## src/hdl/pcs_mgmt_pkg.sv

```systemverilog
// Shared constants for the coding sublayer management register bank
package pcs_mgmt_pkg;

  // ----------------------------------------------------------------
  // Host bus byte addresses
  // ----------------------------------------------------------------
  localparam logic [5:0] HOST_CTRL_LO    = 6'h00;
  localparam logic [5:0] HOST_CTRL_HI    = 6'h01;
  localparam logic [5:0] HOST_STAT_LO    = 6'h02;
  localparam logic [5:0] HOST_STAT_HI    = 6'h03;
  localparam logic [5:0] HOST_ADV_LO     = 6'h08;
  localparam logic [5:0] HOST_ADV_HI     = 6'h09;
  localparam logic [5:0] HOST_PARTNER_LO = 6'h0A;
  localparam logic [5:0] HOST_PARTNER_HI = 6'h0B;
  localparam logic [5:0] HOST_EXPAN_LO   = 6'h0C;
  localparam logic [5:0] HOST_EXPAN_HI   = 6'h0D;
  localparam logic [5:0] HOST_EXTSTAT_LO = 6'h1E;
  localparam logic [5:0] HOST_EXTSTAT_HI = 6'h1F;

  // ----------------------------------------------------------------
  // Serial management register numbers
  // ----------------------------------------------------------------
  localparam logic [4:0] MGMT_CTRL    = 5'h00;
  localparam logic [4:0] MGMT_STAT    = 5'h01;
  localparam logic [4:0] MGMT_ADV     = 5'h04;
  localparam logic [4:0] MGMT_PARTNER = 5'h05;
  localparam logic [4:0] MGMT_EXPAN   = 5'h06;
  localparam logic [4:0] MGMT_EXTSTAT = 5'h0F;

  // ----------------------------------------------------------------
  // Control word bit positions (16-bit view, high byte = bits 15:8)
  // ----------------------------------------------------------------
  localparam int CTRL_RESET_BIT    = 15;
  localparam int CTRL_LOOPBACK_BIT = 14;
  localparam int CTRL_SPEED0_BIT   = 13;
  localparam int CTRL_ANEN_BIT     = 12;
  localparam int CTRL_PDOWN_BIT    = 11;
  localparam int CTRL_ISOLATE_BIT  = 10;
  localparam int CTRL_RESTART_BIT  = 9;
  localparam int CTRL_DUPLEX_BIT   = 8;
  localparam int CTRL_SPEED1_BIT   = 6;
  localparam int CTRL_UNIDIR_BIT   = 5;

  // ----------------------------------------------------------------
  // Status, expansion and ability bit positions
  // ----------------------------------------------------------------
  localparam int STAT_EXTSTAT_BIT  = 8;
  localparam int STAT_UNICAP_BIT   = 7;
  localparam int STAT_ANDONE_BIT   = 5;
  localparam int STAT_ANABLE_BIT   = 3;
  localparam int STAT_LINK_BIT     = 2;
  localparam int EXPAN_PAGE_BIT    = 1;
  localparam int ADV_SPEED_LSB     = 10;

  // ----------------------------------------------------------------
  // Speed codes and constant words
  // ----------------------------------------------------------------
  localparam logic [1:0]  SPEED_RSVD = 2'h3;
  localparam logic [1:0]  SPEED_1G   = 2'h2;
  localparam logic [1:0]  SPEED_100M = 2'h1;
  localparam logic [1:0]  SPEED_10M  = 2'h0;
  localparam logic [15:0] EXTSTAT_WORD = 16'h8000;

  // ----------------------------------------------------------------
  // Values after reset
  // ----------------------------------------------------------------
  localparam logic [1:0]  RST_SPEED    = 2'h2;
  localparam logic        RST_ANEN     = 1'b1;
  localparam logic        RST_DUPLEX   = 1'b1;
  localparam logic [15:0] RST_ADV      = 16'h0001;

endpackage

```

## src/hdl/sticky_read_flag.sv

```systemverilog
// Status flag that latches one level and is released by a read
`timescale 1ns/1ps
module sticky_read_flag #(
  parameter logic LATCH_VAL = 1'b1,
  parameter logic RESET_VAL = 1'b0
) (
  input  wire logic core_clk,
  input  wire logic rst_b,
  input  wire logic latchEvent,
  input  wire logic liveValue,
  input  wire logic readStrobe,
  output logic      flag
);

  logic flag_q;

  // An event in the read cycle wins, so it is never lost
  always_ff @(posedge core_clk or negedge rst_b) begin
    if (!rst_b) begin
      flag_q <= RESET_VAL;
    end else if (latchEvent) begin
      flag_q <= LATCH_VAL;
    end else if (readStrobe) begin
      flag_q <= liveValue;
    end
  end

  assign flag = flag_q;

endmodule

```

## src/hdl/speed_resolver.sv

```systemverilog
// Chooses the (G)MII data rate from mode, negotiation and control fields
`timescale 1ns/1ps
module speed_resolver (
  input  wire logic       plainGigabitMode,
  input  wire logic       anEnable,
  input  wire logic [1:0] speedSel,
  input  wire logic [1:0] advSpeed,
  output logic      [1:0] gmiiRate
);

  always_comb begin
    if (plainGigabitMode) begin
      gmiiRate = pcs_mgmt_pkg::SPEED_1G;
    end else if (anEnable) begin
      gmiiRate = advSpeed;
    end else begin
      gmiiRate = speedSel;
    end
  end

endmodule

```

## src/hdl/pcs_management_registers.sv

```systemverilog
// Management register bank: host byte bus and serial management word view
`timescale 1ns/1ps
// Notes on behaviour
// - Page received latches, clears when read
// - Extended status constant: bit 15 only set
// - Word registers as low/high byte pairs
// - Control reset bit pulses then self clears
// - Loopback bit readable and writable
// - Speed code: 10=1G, 01=100M, 00=10M
// - Plain gigabit mode fixes speed at 10
// - Speed bits steer rate only without negotiation
// - With negotiation, rate from advertised bits 11:10
// - Speed LSB high bit5, MSB low bit6
// - Power down bit readable and writable
// - Restart negotiation bit pulses then clears
// - Duplex bit stored only, no effect
// - Link status latches low until read
module pcs_management_registers #(
  parameter bit PLAIN_GIGABIT_MODE = 1'b0,
  parameter bit UNIDIR_CAPABLE     = 1'b1
) (
  input  wire logic        core_clk,
  input  wire logic        rst_b,
  input  wire logic [5:0]  hostAddr,
  input  wire logic [7:0]  hostWrData,
  input  wire logic        hostWrEn,
  input  wire logic        hostRdEn,
  output logic      [7:0]  hostRdData,
  input  wire logic [4:0]  mgmtAddr,
  input  wire logic [15:0] mgmtWrData,
  input  wire logic        mgmtWrEn,
  input  wire logic        mgmtRdEn,
  output logic      [15:0] mgmtRdData,
  input  wire logic        pageReceived,
  input  wire logic        linkUp,
  input  wire logic        anComplete,
  input  wire logic [15:0] partnerAbility,
  output logic             coreReset,
  output logic             anRestart,
  output logic             loopbackEn,
  output logic             powerDown,
  output logic             isolate,
  output logic             anEnable,
  output logic             duplexFull,
  output logic             unidirEn,
  output logic      [1:0]  gmiiRate,
  output logic      [15:0] advAbility
);

  // ----------------------------------------------------------------
  // Elaboration checks
  // ----------------------------------------------------------------
  if (PLAIN_GIGABIT_MODE !== 1'b0 && PLAIN_GIGABIT_MODE !== 1'b1) begin : g_bad_mode
    $error("PLAIN_GIGABIT_MODE must be 0 or 1");
  end

  // ----------------------------------------------------------------
  // Register state
  // ----------------------------------------------------------------
  logic        resetBit_q;
  logic        restartBit_q;
  logic        loopback_q;
  logic [1:0]  speedSel_q;
  logic        anEnable_q;
  logic        powerDown_q;
  logic        isolate_q;
  logic        duplex_q;
  logic        unidir_q;
  logic [15:0] adv_q;
  logic [7:0]  hostRdData_q;
  logic [15:0] mgmtRdData_q;

  // ----------------------------------------------------------------
  // Write decode: both views funnel into one word with byte enables
  // ----------------------------------------------------------------
  logic        ctrlWrLo;
  logic        ctrlWrHi;
  logic        advWrLo;
  logic        advWrHi;
  logic [15:0] wrWord;

  // Host access takes priority if both buses write in the same cycle
  always_comb begin
    ctrlWrLo = 1'b0;
    ctrlWrHi = 1'b0;
    advWrLo  = 1'b0;
    advWrHi  = 1'b0;
    wrWord   = mgmtWrData;
    if (hostWrEn) begin
      wrWord = {hostWrData, hostWrData};
      case (hostAddr)
        pcs_mgmt_pkg::HOST_CTRL_LO: begin
          ctrlWrLo = 1'b1;
        end
        pcs_mgmt_pkg::HOST_CTRL_HI: begin
          ctrlWrHi = 1'b1;
        end
        pcs_mgmt_pkg::HOST_ADV_LO: begin
          advWrLo = 1'b1;
        end
        pcs_mgmt_pkg::HOST_ADV_HI: begin
          advWrHi = 1'b1;
        end
        default: begin
          ctrlWrLo = 1'b0;
        end
      endcase
    end else if (mgmtWrEn) begin
      case (mgmtAddr)
        pcs_mgmt_pkg::MGMT_CTRL: begin
          ctrlWrLo = 1'b1;
          ctrlWrHi = 1'b1;
        end
        pcs_mgmt_pkg::MGMT_ADV: begin
          advWrLo = 1'b1;
          advWrHi = 1'b1;
        end
        default: begin
          ctrlWrLo = 1'b0;
        end
      endcase
    end
  end

  // ----------------------------------------------------------------
  // Self-clearing command bits
  // ----------------------------------------------------------------
  // Each stands for exactly one cycle, so the pulse doubles as the command
  always_ff @(posedge core_clk or negedge rst_b) begin
    if (!rst_b) begin
      resetBit_q   <= 1'b0;
      restartBit_q <= 1'b0;
    end else begin
      resetBit_q   <= ctrlWrHi & wrWord[pcs_mgmt_pkg::CTRL_RESET_BIT];
      restartBit_q <= ctrlWrHi & wrWord[pcs_mgmt_pkg::CTRL_RESTART_BIT];
    end
  end

  // ----------------------------------------------------------------
  // Control high byte fields
  // ----------------------------------------------------------------
  always_ff @(posedge core_clk or negedge rst_b) begin
    if (!rst_b) begin
      loopback_q  <= 1'b0;
      anEnable_q  <= pcs_mgmt_pkg::RST_ANEN;
      powerDown_q <= 1'b0;
      isolate_q   <= 1'b0;
      duplex_q    <= pcs_mgmt_pkg::RST_DUPLEX;
    end else if (ctrlWrHi) begin
      loopback_q  <= wrWord[pcs_mgmt_pkg::CTRL_LOOPBACK_BIT];
      anEnable_q  <= wrWord[pcs_mgmt_pkg::CTRL_ANEN_BIT];
      powerDown_q <= wrWord[pcs_mgmt_pkg::CTRL_PDOWN_BIT];
      isolate_q   <= wrWord[pcs_mgmt_pkg::CTRL_ISOLATE_BIT];
      duplex_q    <= wrWord[pcs_mgmt_pkg::CTRL_DUPLEX_BIT];
    end
  end

  // ----------------------------------------------------------------
  // Control low byte fields
  // ----------------------------------------------------------------
  always_ff @(posedge core_clk or negedge rst_b) begin
    if (!rst_b) begin
      unidir_q <= 1'b0;
    end else if (ctrlWrLo) begin
      unidir_q <= wrWord[pcs_mgmt_pkg::CTRL_UNIDIR_BIT];
    end
  end

  // ----------------------------------------------------------------
  // Speed selection, split over both control bytes
  // ----------------------------------------------------------------
  always_ff @(posedge core_clk or negedge rst_b) begin
    if (!rst_b) begin
      speedSel_q <= pcs_mgmt_pkg::RST_SPEED;
    end else if (PLAIN_GIGABIT_MODE) begin
      speedSel_q <= pcs_mgmt_pkg::SPEED_1G;
    end else begin
      if (ctrlWrHi) begin
        speedSel_q[0] <= wrWord[pcs_mgmt_pkg::CTRL_SPEED0_BIT];
      end
      if (ctrlWrLo) begin
        speedSel_q[1] <= wrWord[pcs_mgmt_pkg::CTRL_SPEED1_BIT];
      end
    end
  end

  // ----------------------------------------------------------------
  // Advertised ability
  // ----------------------------------------------------------------
  always_ff @(posedge core_clk or negedge rst_b) begin
    if (!rst_b) begin
      adv_q <= pcs_mgmt_pkg::RST_ADV;
    end else begin
      if (advWrLo) begin
        adv_q[7:0] <= wrWord[7:0];
      end
      if (advWrHi) begin
        adv_q[15:8] <= wrWord[15:8];
      end
    end
  end

  // ----------------------------------------------------------------
  // Read strobes that carry side effects
  // ----------------------------------------------------------------
  logic statRead;
  logic expanRead;
  logic linkFlag;
  logic pageFlag;

  assign statRead  = (hostRdEn && hostAddr == pcs_mgmt_pkg::HOST_STAT_LO)
                   || (mgmtRdEn && mgmtAddr == pcs_mgmt_pkg::MGMT_STAT);
  assign expanRead = (hostRdEn && hostAddr == pcs_mgmt_pkg::HOST_EXPAN_LO)
                   || (mgmtRdEn && mgmtAddr == pcs_mgmt_pkg::MGMT_EXPAN);

  sticky_read_flag #(
    .LATCH_VAL (1'b0),
    .RESET_VAL (1'b0)
  ) u_link_flag (
    .core_clk   (core_clk),
    .rst_b      (rst_b),
    .latchEvent (~linkUp),
    .liveValue  (linkUp),
    .readStrobe (statRead),
    .flag       (linkFlag)
  );

  sticky_read_flag #(
    .LATCH_VAL (1'b1),
    .RESET_VAL (1'b0)
  ) u_page_flag (
    .core_clk   (core_clk),
    .rst_b      (rst_b),
    .latchEvent (pageReceived),
    .liveValue  (1'b0),
    .readStrobe (expanRead),
    .flag       (pageFlag)
  );

  // ----------------------------------------------------------------
  // Register words as seen by both views
  // ----------------------------------------------------------------
  logic [15:0] ctrlWord;
  logic [15:0] statWord;
  logic [15:0] expanWord;

  // Collision test and the low reserved bits are simply never stored
  always_comb begin
    ctrlWord = 16'h0000;
    ctrlWord[pcs_mgmt_pkg::CTRL_RESET_BIT]    = resetBit_q;
    ctrlWord[pcs_mgmt_pkg::CTRL_LOOPBACK_BIT] = loopback_q;
    ctrlWord[pcs_mgmt_pkg::CTRL_SPEED0_BIT]   = speedSel_q[0];
    ctrlWord[pcs_mgmt_pkg::CTRL_ANEN_BIT]     = anEnable_q;
    ctrlWord[pcs_mgmt_pkg::CTRL_PDOWN_BIT]    = powerDown_q;
    ctrlWord[pcs_mgmt_pkg::CTRL_ISOLATE_BIT]  = isolate_q;
    ctrlWord[pcs_mgmt_pkg::CTRL_RESTART_BIT]  = restartBit_q;
    ctrlWord[pcs_mgmt_pkg::CTRL_DUPLEX_BIT]   = duplex_q;
    ctrlWord[pcs_mgmt_pkg::CTRL_SPEED1_BIT]   = speedSel_q[1];
    ctrlWord[pcs_mgmt_pkg::CTRL_UNIDIR_BIT]   = unidir_q;
  end

  always_comb begin
    statWord = 16'h0000;
    statWord[pcs_mgmt_pkg::STAT_EXTSTAT_BIT] = 1'b1;
    statWord[pcs_mgmt_pkg::STAT_UNICAP_BIT]  = UNIDIR_CAPABLE;
    statWord[pcs_mgmt_pkg::STAT_ANDONE_BIT]  = anComplete;
    statWord[pcs_mgmt_pkg::STAT_ANABLE_BIT]  = 1'b1;
    statWord[pcs_mgmt_pkg::STAT_LINK_BIT]    = linkFlag;
  end

  always_comb begin
    expanWord = 16'h0000;
    expanWord[pcs_mgmt_pkg::EXPAN_PAGE_BIT] = pageFlag;
  end

  // ----------------------------------------------------------------
  // Host byte read port, one cycle of latency
  // ----------------------------------------------------------------
  always_ff @(posedge core_clk or negedge rst_b) begin
    if (!rst_b) begin
      hostRdData_q <= 8'h00;
    end else if (hostRdEn) begin
      case (hostAddr)
        pcs_mgmt_pkg::HOST_CTRL_LO:    hostRdData_q <= ctrlWord[7:0];
        pcs_mgmt_pkg::HOST_CTRL_HI:    hostRdData_q <= ctrlWord[15:8];
        pcs_mgmt_pkg::HOST_STAT_LO:    hostRdData_q <= statWord[7:0];
        pcs_mgmt_pkg::HOST_STAT_HI:    hostRdData_q <= statWord[15:8];
        pcs_mgmt_pkg::HOST_ADV_LO:     hostRdData_q <= adv_q[7:0];
        pcs_mgmt_pkg::HOST_ADV_HI:     hostRdData_q <= adv_q[15:8];
        pcs_mgmt_pkg::HOST_PARTNER_LO: hostRdData_q <= partnerAbility[7:0];
        pcs_mgmt_pkg::HOST_PARTNER_HI: hostRdData_q <= partnerAbility[15:8];
        pcs_mgmt_pkg::HOST_EXPAN_LO:   hostRdData_q <= expanWord[7:0];
        pcs_mgmt_pkg::HOST_EXPAN_HI:   hostRdData_q <= expanWord[15:8];
        pcs_mgmt_pkg::HOST_EXTSTAT_LO: hostRdData_q <= pcs_mgmt_pkg::EXTSTAT_WORD[7:0];
        pcs_mgmt_pkg::HOST_EXTSTAT_HI: hostRdData_q <= pcs_mgmt_pkg::EXTSTAT_WORD[15:8];
        default:                       hostRdData_q <= 8'h00;
      endcase
    end
  end

  // ----------------------------------------------------------------
  // Serial management word read port, one cycle of latency
  // ----------------------------------------------------------------
  always_ff @(posedge core_clk or negedge rst_b) begin
    if (!rst_b) begin
      mgmtRdData_q <= 16'h0000;
    end else if (mgmtRdEn) begin
      case (mgmtAddr)
        pcs_mgmt_pkg::MGMT_CTRL:    mgmtRdData_q <= ctrlWord;
        pcs_mgmt_pkg::MGMT_STAT:    mgmtRdData_q <= statWord;
        pcs_mgmt_pkg::MGMT_ADV:     mgmtRdData_q <= adv_q;
        pcs_mgmt_pkg::MGMT_PARTNER: mgmtRdData_q <= partnerAbility;
        pcs_mgmt_pkg::MGMT_EXPAN:   mgmtRdData_q <= expanWord;
        pcs_mgmt_pkg::MGMT_EXTSTAT: mgmtRdData_q <= pcs_mgmt_pkg::EXTSTAT_WORD;
        default:                    mgmtRdData_q <= 16'h0000;
      endcase
    end
  end

  // ----------------------------------------------------------------
  // Data rate selection
  // ----------------------------------------------------------------
  logic [1:0] rateSel;

  speed_resolver u_speed (
    .plainGigabitMode (PLAIN_GIGABIT_MODE),
    .anEnable         (anEnable_q),
    .speedSel         (speedSel_q),
    .advSpeed         (adv_q[pcs_mgmt_pkg::ADV_SPEED_LSB +: 2]),
    .gmiiRate         (rateSel)
  );

  // ----------------------------------------------------------------
  // Outputs
  // ----------------------------------------------------------------
  // Duplex only reaches a port for visibility; the channel ignores it
  assign hostRdData = hostRdData_q;
  assign mgmtRdData = mgmtRdData_q;
  assign coreReset  = resetBit_q;
  assign anRestart  = restartBit_q;
  assign loopbackEn = loopback_q;
  assign powerDown  = powerDown_q;
  assign isolate    = isolate_q;
  assign anEnable   = anEnable_q;
  assign duplexFull = duplex_q;
  assign unidirEn   = unidir_q;
  assign gmiiRate   = rateSel;
  assign advAbility = adv_q;

endmodule

```

## config.mk

```make
export PLATFORM = sky130hd
export DESIGN_NAME = pcs_management_registers
export DESIGN_NICKNAME = d
export VERILOG_FILES = /design/src/hdl/pcs_mgmt_pkg.sv /design/src/hdl/sticky_read_flag.sv /design/src/hdl/speed_resolver.sv /design/src/hdl/pcs_management_registers.sv
export SDC_FILE = /design/constraint.sdc
export NUM_CORES = 1
export LEC_CHECK = 0
export BUFFER_PORTS_ARGS = -buffer_cell sky130_fd_sc_hd__buf_2
export CORE_MARGIN = 1
export CORE_UTILIZATION = 35
export CTS_CLUSTER_DIAMETER = 150
export DETAILED_ROUTE_END_ITERATION = 16
export HOLD_SLACK_MARGIN = 0.12
export SLEW_MARGIN = 5
export SYNTH_ARGS = -nofsm -noshare
export SYNTH_HDL_FRONTEND = slang
export SYNTH_SLANG_ARGS = --single-unit
```

## constraint.sdc

```tcl
create_clock -name core_clk -period 2.2 [get_ports core_clk]
set_input_delay 0.11 -clock core_clk [delete_from_list [all_inputs] [get_ports core_clk]]
set_output_delay 0.11 -clock core_clk [all_outputs]
set_load 0.1 [all_outputs]
```

Word-level counts from Yosys, hierarchy flattened
Cells that the tools add are included.
{"block": "op_classes", "bitwise_logic": 2, "n_reduce_logical": 9, "eq_ne": 15, "mux": 20}
{"op": "16-bit one-hot mux with 6 select lines", "n": 1}
{"op": "8-bit one-hot mux with 10 select lines", "n": 1}
{"op": "6-bit by 4-bit equality test with 1-bit output (second input constant)", "n": 5}
{"op": "1-bit two-way mux", "n": 16}
{"op": "16-bit two-way mux", "n": 1}
{"op": "5-bit by 3-bit equality test with 1-bit output (second input constant)", "n": 3}
{"op": "6-bit by 2-bit equality test with 1-bit output (second input constant)", "n": 2}
{"op": "6-bit by 1-bit equality test with 1-bit output (second input constant)", "n": 1}
{"op": "6-bit by 5-bit equality test with 1-bit output (second input constant)", "n": 1}
{"op": "6-bit logical NOT", "n": 1}
{"op": "5-bit by 1-bit equality test with 1-bit output (second input constant)", "n": 1}
{"op": "5-bit by 4-bit equality test with 1-bit output (second input constant)", "n": 1}
{"op": "5-bit logical NOT", "n": 1}
{"op": "1-bit logical AND", "n": 4}
{"op": "1-bit bitwise AND", "n": 2}
{"op": "1-bit logical OR", "n": 2}
{"op": "2-bit two-way mux", "n": 1}
{"op": "2-bit by 1-bit inequality test with 1-bit output (second input constant)", "n": 1}
{"op": "2-bit nonzero test", "n": 1}
{"block": "word_totals", "wordCells": 62, "ff_bits": 52, "out_inout_bits": 50}

Longest topological paths before layout
{"block": "depth", "word_depth": 5, "ltp_mapped": 6}

Hierarchy
Synthesis repeated with hierarchy kept, for this count alone.
{"block": "unflattened", "cells_unflattened": 311, "area_unflattened_um2": 3185.6}
{"mod": "pcs_management_registers", "cells_each": 301, "n_inst": 1, "area_each_um2": 3078.0}
{"mod": "sticky_read_flag at u_page_flag", "cells_each": 3, "n_inst": 1, "area_each_um2": 40.0}
{"mod": "sticky_read_flag at u_link_flag", "cells_each": 3, "n_inst": 1, "area_each_um2": 38.8}
{"mod": "speed_resolver", "cells_each": 4, "n_inst": 1, "area_each_um2": 28.8}

Worst setup path before layout
No wires, ideal clock.
{"block": "synth_timing", "path_kind": "register to register", "start": "register adv_q[9] (netlist: advAbility[9])", "end": "register hostRdData_q[1] (netlist: hostRdData[1])", "path_stages_with_launch": 4, "t_required_ps": 2053, "arrival_ps": 1702, "synth_period_minus_slack_ps": 1849, "setup_slack_ps": 351, "cell_sequence": "dfrtp_1 mux4_2 a222oi_1 o22ai_1"}
{"block": "synth_between", "elab_chain_len": 1}
{"element": "from (decl)", "line_no": "pcs_management_registers.sv:69", "source": "logic [15:0] adv_q;"}
{"element": "from (signal assigned)", "line_no": "pcs_management_registers.sv:192", "source": "adv_q <= pcs_mgmt_pkg::RST_ADV;"}
{"element": "from (signal assigned)", "line_no": "pcs_management_registers.sv:198", "source": "adv_q[15:8] <= wrWord[15:8];"}
{"element": "8-bit one-hot mux with 10 select lines", "line_no": "pcs_management_registers.sv:283", "source": "case (hostAddr)"}
{"element": "to (signal assigned)", "line_no": "pcs_management_registers.sv:284", "source": "pcs_mgmt_pkg::HOST_CTRL_LO: hostRdData_q <= ctrlWord[7:0];"}
{"element": "to (signal assigned)", "line_no": "pcs_management_registers.sv:285", "source": "pcs_mgmt_pkg::HOST_CTRL_HI: hostRdData_q <= ctrlWord[15:8];"}
{"element": "to (signal assigned)", "line_no": "pcs_management_registers.sv:286", "source": "pcs_mgmt_pkg::HOST_STAT_LO: hostRdData_q <= statWord[7:0];"}
{"element": "to (decl)", "line_no": "pcs_management_registers.sv:70", "source": "logic [7:0] hostRdData_q;"}
Every way passes these cells.
A chain may end at the register's enable or synchronous reset.

Worst setup path after layout
{"block": "layout_timing", "start": "register anEnable_q (netlist: anEnable)", "end": "output port gmiiRate[0]"}
{"block": "layout_between", "elab_chain_len": 1}
{"element": "from (decl)", "line_no": "pcs_management_registers.sv:64", "source": "logic anEnable_q;"}
{"element": "from (signal assigned)", "line_no": "pcs_management_registers.sv:145", "source": "anEnable_q <= pcs_mgmt_pkg::RST_ANEN;"}
{"element": "from (signal assigned)", "line_no": "pcs_management_registers.sv:151", "source": "anEnable_q <= wrWord[pcs_mgmt_pkg::CTRL_ANEN_BIT];"}
{"element": "2-bit two-way mux", "line_no": "speed_resolver.sv:14", "source": "end else if (anEnable) begin"}
{"element": "to (decl)", "line_no": "pcs_management_registers.sv:46", "source": "output logic [1:0] gmiiRate,"}
Every way passes these cells.

==> impl_metrics.ini <==
[yosys]
ys_types = 49
synth-main-ff-cell = dfrtp_1
seq_area_frac_synth_pct = 42.84
muxShareOfSynthArea_pct = 17.19
yosysWarningCount = 0
synth-edff-count = 0
synth_top_family_by_area = compound AO/OA/AOI/OAI gates
synth-seq-cells = 52
synthCells = 295
netlist_top_cells_count = dfrtp_1, inv_1, mux2_2
synth_compound_area_share_pct = 19.08
synthXorXnorAreaFrac_pct = 0
syn_avg_cell_area_um2 = 10.34
synth_area_leaders = dfrtp_1, mux2_2, o22ai_1, inv_1, mux2i_1
syn-num-nets = 355
synth-adder-area-share_pct = 0
yosysTopAreaCellShare_pct = 39.39
netlist_area_um2 = 3049
synthSimpleGateAreaFrac_pct = 13.42
synthArstFlopShare_pct = 100.0
post-synth-top-count-cell = dfrtp_1
synth_area_leader_cell = dfrtp_1

[route]
wl_um = 9922
drtIter0Drc = 262
wl_per_cell_um = 18.90
viasPerCell = 5.640
ant_nets = 0
drt_first_pass_iters = 5
via_count = 2961
drc = 0

[global_routing]
grt_overflow_total = 0
grt_max_degree = 26
grt_pass1_wl_um = 15110
grt.total_usage_pct = 22.64
grt_pass1_vias = 2764
antenna_found_initial = 0

[sta]
fin_crit_sh_pct = 77.54
fin_setup_tns_ps = 0
rsz0062_at_grt = false
setup_viol = 0
final_hold_viol_count = 0
clock_skew_ps = 7.616
slew_headroom_pct = 57.55
worst_pin_slew_ps = 620.8
final_max_slew_viol_count = 0
fmax_mhz = 586.2
min_period_ps = 1706

[floorplan]
initial_core_util_pct = 36.56
fp-row-count = 33
core-area_um2 = 8341
die_width_um = 95.34
pin_count = 110
dieArea_um2 = 9089
die_h_um = 95.34

[power]
p_sw_mw = 1.579
power.share.switching_pct = 49.51
seqPwrFrac_pct = 39.2
ir_worst_vdd_mv = 0.7844
pwr-share-clk_pct = 18.3
p_int_mw = 1.610
pwr-share-comb_pct = 42.5
power_density_nw_per_um2 = 800.7
leakagePower_nw = 1.890

[worst_setup_path]
crit_path_end_kind = primary output
cp.required_ps = 2090
r2r_setup_slack_ps = 670
r2r-end = hostRdData[1]
path_cells = mux2_2 -> buf_2
worstPathMaxFanout = 6
crit_path_top_delay_cell = dfstp_2
start_kind = flop
path_class = flop to primary output
reg2reg_depth = 3
max_stage_delay_ps = 630
crit_arrival_ps = 1600
r2r-start = advAbility[1]

[clock_tree]
htree_levels = 2
cts.sinks = 52
clkLatencyLatePin_ps = 320
clock-root-buffer = clkbuf_8
cts_resized = 0
clock_path_buffers = 2
tritoncts = yes
clk_pin_slew_ps = 100
cts_buffers = 5

[final_layout]
drive_gt1_share_pct = 40.24
final_util_pct = 47.75
syn_to_final_growth_pct = 30.61
fin_nets = 479
diodes = 0

[place]
routabilityCongestion = 1.014
io_buffers = 109
dp_hpwl_um = 7768

[worst_hold_path]
holdPathEnd = mgmtRdData[7]
worstHoldStart = partnerAbility[7]
hold_path_class = primary input to flop
min_path_cells = 3

[run_status]
status = complete, no violations

[job]
cap_violations = 0
[per-stage QoR]
stage               instances  total power, mW  hold WS, ps  instance area (µm²)  worst slack (ps)
finish                    525            3.189        130.6                 3983             494.2
global route              525            3.301        136.1                 3983             469.4
detailed placement        500            2.589       -21.75                 3716             462.5
global placement          500            2.582       -23.65                 3716             507.4
floorplan                 295            2.242       -185.6                 3049             350.8
CTS                       525            3.193        122.2                 3983             496.8
[power groups by stage]
| stage | Sequential, mW | Combinational [mW] | Clock [mW] |
|---|---|---|---|
| 2_1_floorplan | 1.88 | 0.360 | 0 |
| 3_3_place_gp | 1.27 | 1.32 | 0 |
| 3_5_place_dp | 1.26 | 1.33 | 0 |
| 4_1_cts | 1.24 | 1.36 | 0.594 |
| 5_1_grt | 1.26 | 1.41 | 0.632 |
| 6_report | 1.25 | 1.36 | 0.585 |
[placed cells by master, fill, tap and decap left out, types with 10 or more instances in the layout]
cell type and instances:
a221oi_1 11, and4_1 11, buf_2 109, buf_4 11, dfrtp_1 48, dlygate4sd3_1 17, inv_1 36, mux2_2 25
mux2i_1 13, nand2_1 10, nor2_1 12, o21ai_0 12, o22ai_1 22
[worst max-delay path by stage]
| stage | slack, ps | end | startpoint | depth (start not counted) |
|---|---|---|---|---|
| after floorplan | 350 | hostRdData[1] | advAbility[9] | 3 |
| after global placement | 510 | isolate | hostAddr[1] | 5 |
| after detailed placement | 460 | powerDown | hostAddr[1] | 5 |
| after CTS | 500 | gmiiRate[0] | anEnable | 2 |
| after global routing | 470 | gmiiRate[1] | anEnable | 2 |
| final | 490 | gmiiRate[0] | anEnable | 2 |
[final cells by class]
| class | instances | area, µm² |
|---|---|---|
| Multi-Input combinational cell | 187 | 1515 |
| Clock inverter | 3 | 27.53 |
| Timing Repair Buffer | 137 | 798.3 |
| Clock buffer | 5 | 68.82 |
| Fill cell | 807 | 4358 |
| Inverter | 36 | 135.1 |
| Sequential cell | 52 | 1306 |
| Tap cell | 105 | 131.4 |
[kinds of logic after synthesis]
kind of cell,after synthesis
mux,43
flops,52
compound gates,81
simple gates,63
buf+inv,56
[registers in the layout, indices dropped and copies added (netlist names)]
name	flops
anRestart	1
advAbility	16
anEnable	1
isolate	1
speedSel_q	2
mgmtRdData	16
u_page_flag.flag	1
loopbackEn	1
powerDown	1
u_link_flag.flag	1
duplexFull	1
coreReset	1
hostRdData	8
unidirEn	1
[worst max-delay path, delay by kind of cell, from the launching register on]
kind | cells | cell delay, ps
buffers and inverters | 1 | 290
flip-flops | 1 | 630
multiplexers | 1 | 350
[metal layers]
layer  GRT usage (%)  share of wire, %
met1           31.84                45
met4           6.061               1.9
met5               0                 0
met2           35.54                45
met3           4.306               8.4
[timing repair]
| action | in CTS | in global routing |
|---|---|---|
| setup buffers | 0 | 0 |
| hold buffers | 17 | 0 |
| endpoints found under the hold margin | 58 | 0 |
No activity file was read; power rests on OpenSTA's default activity.
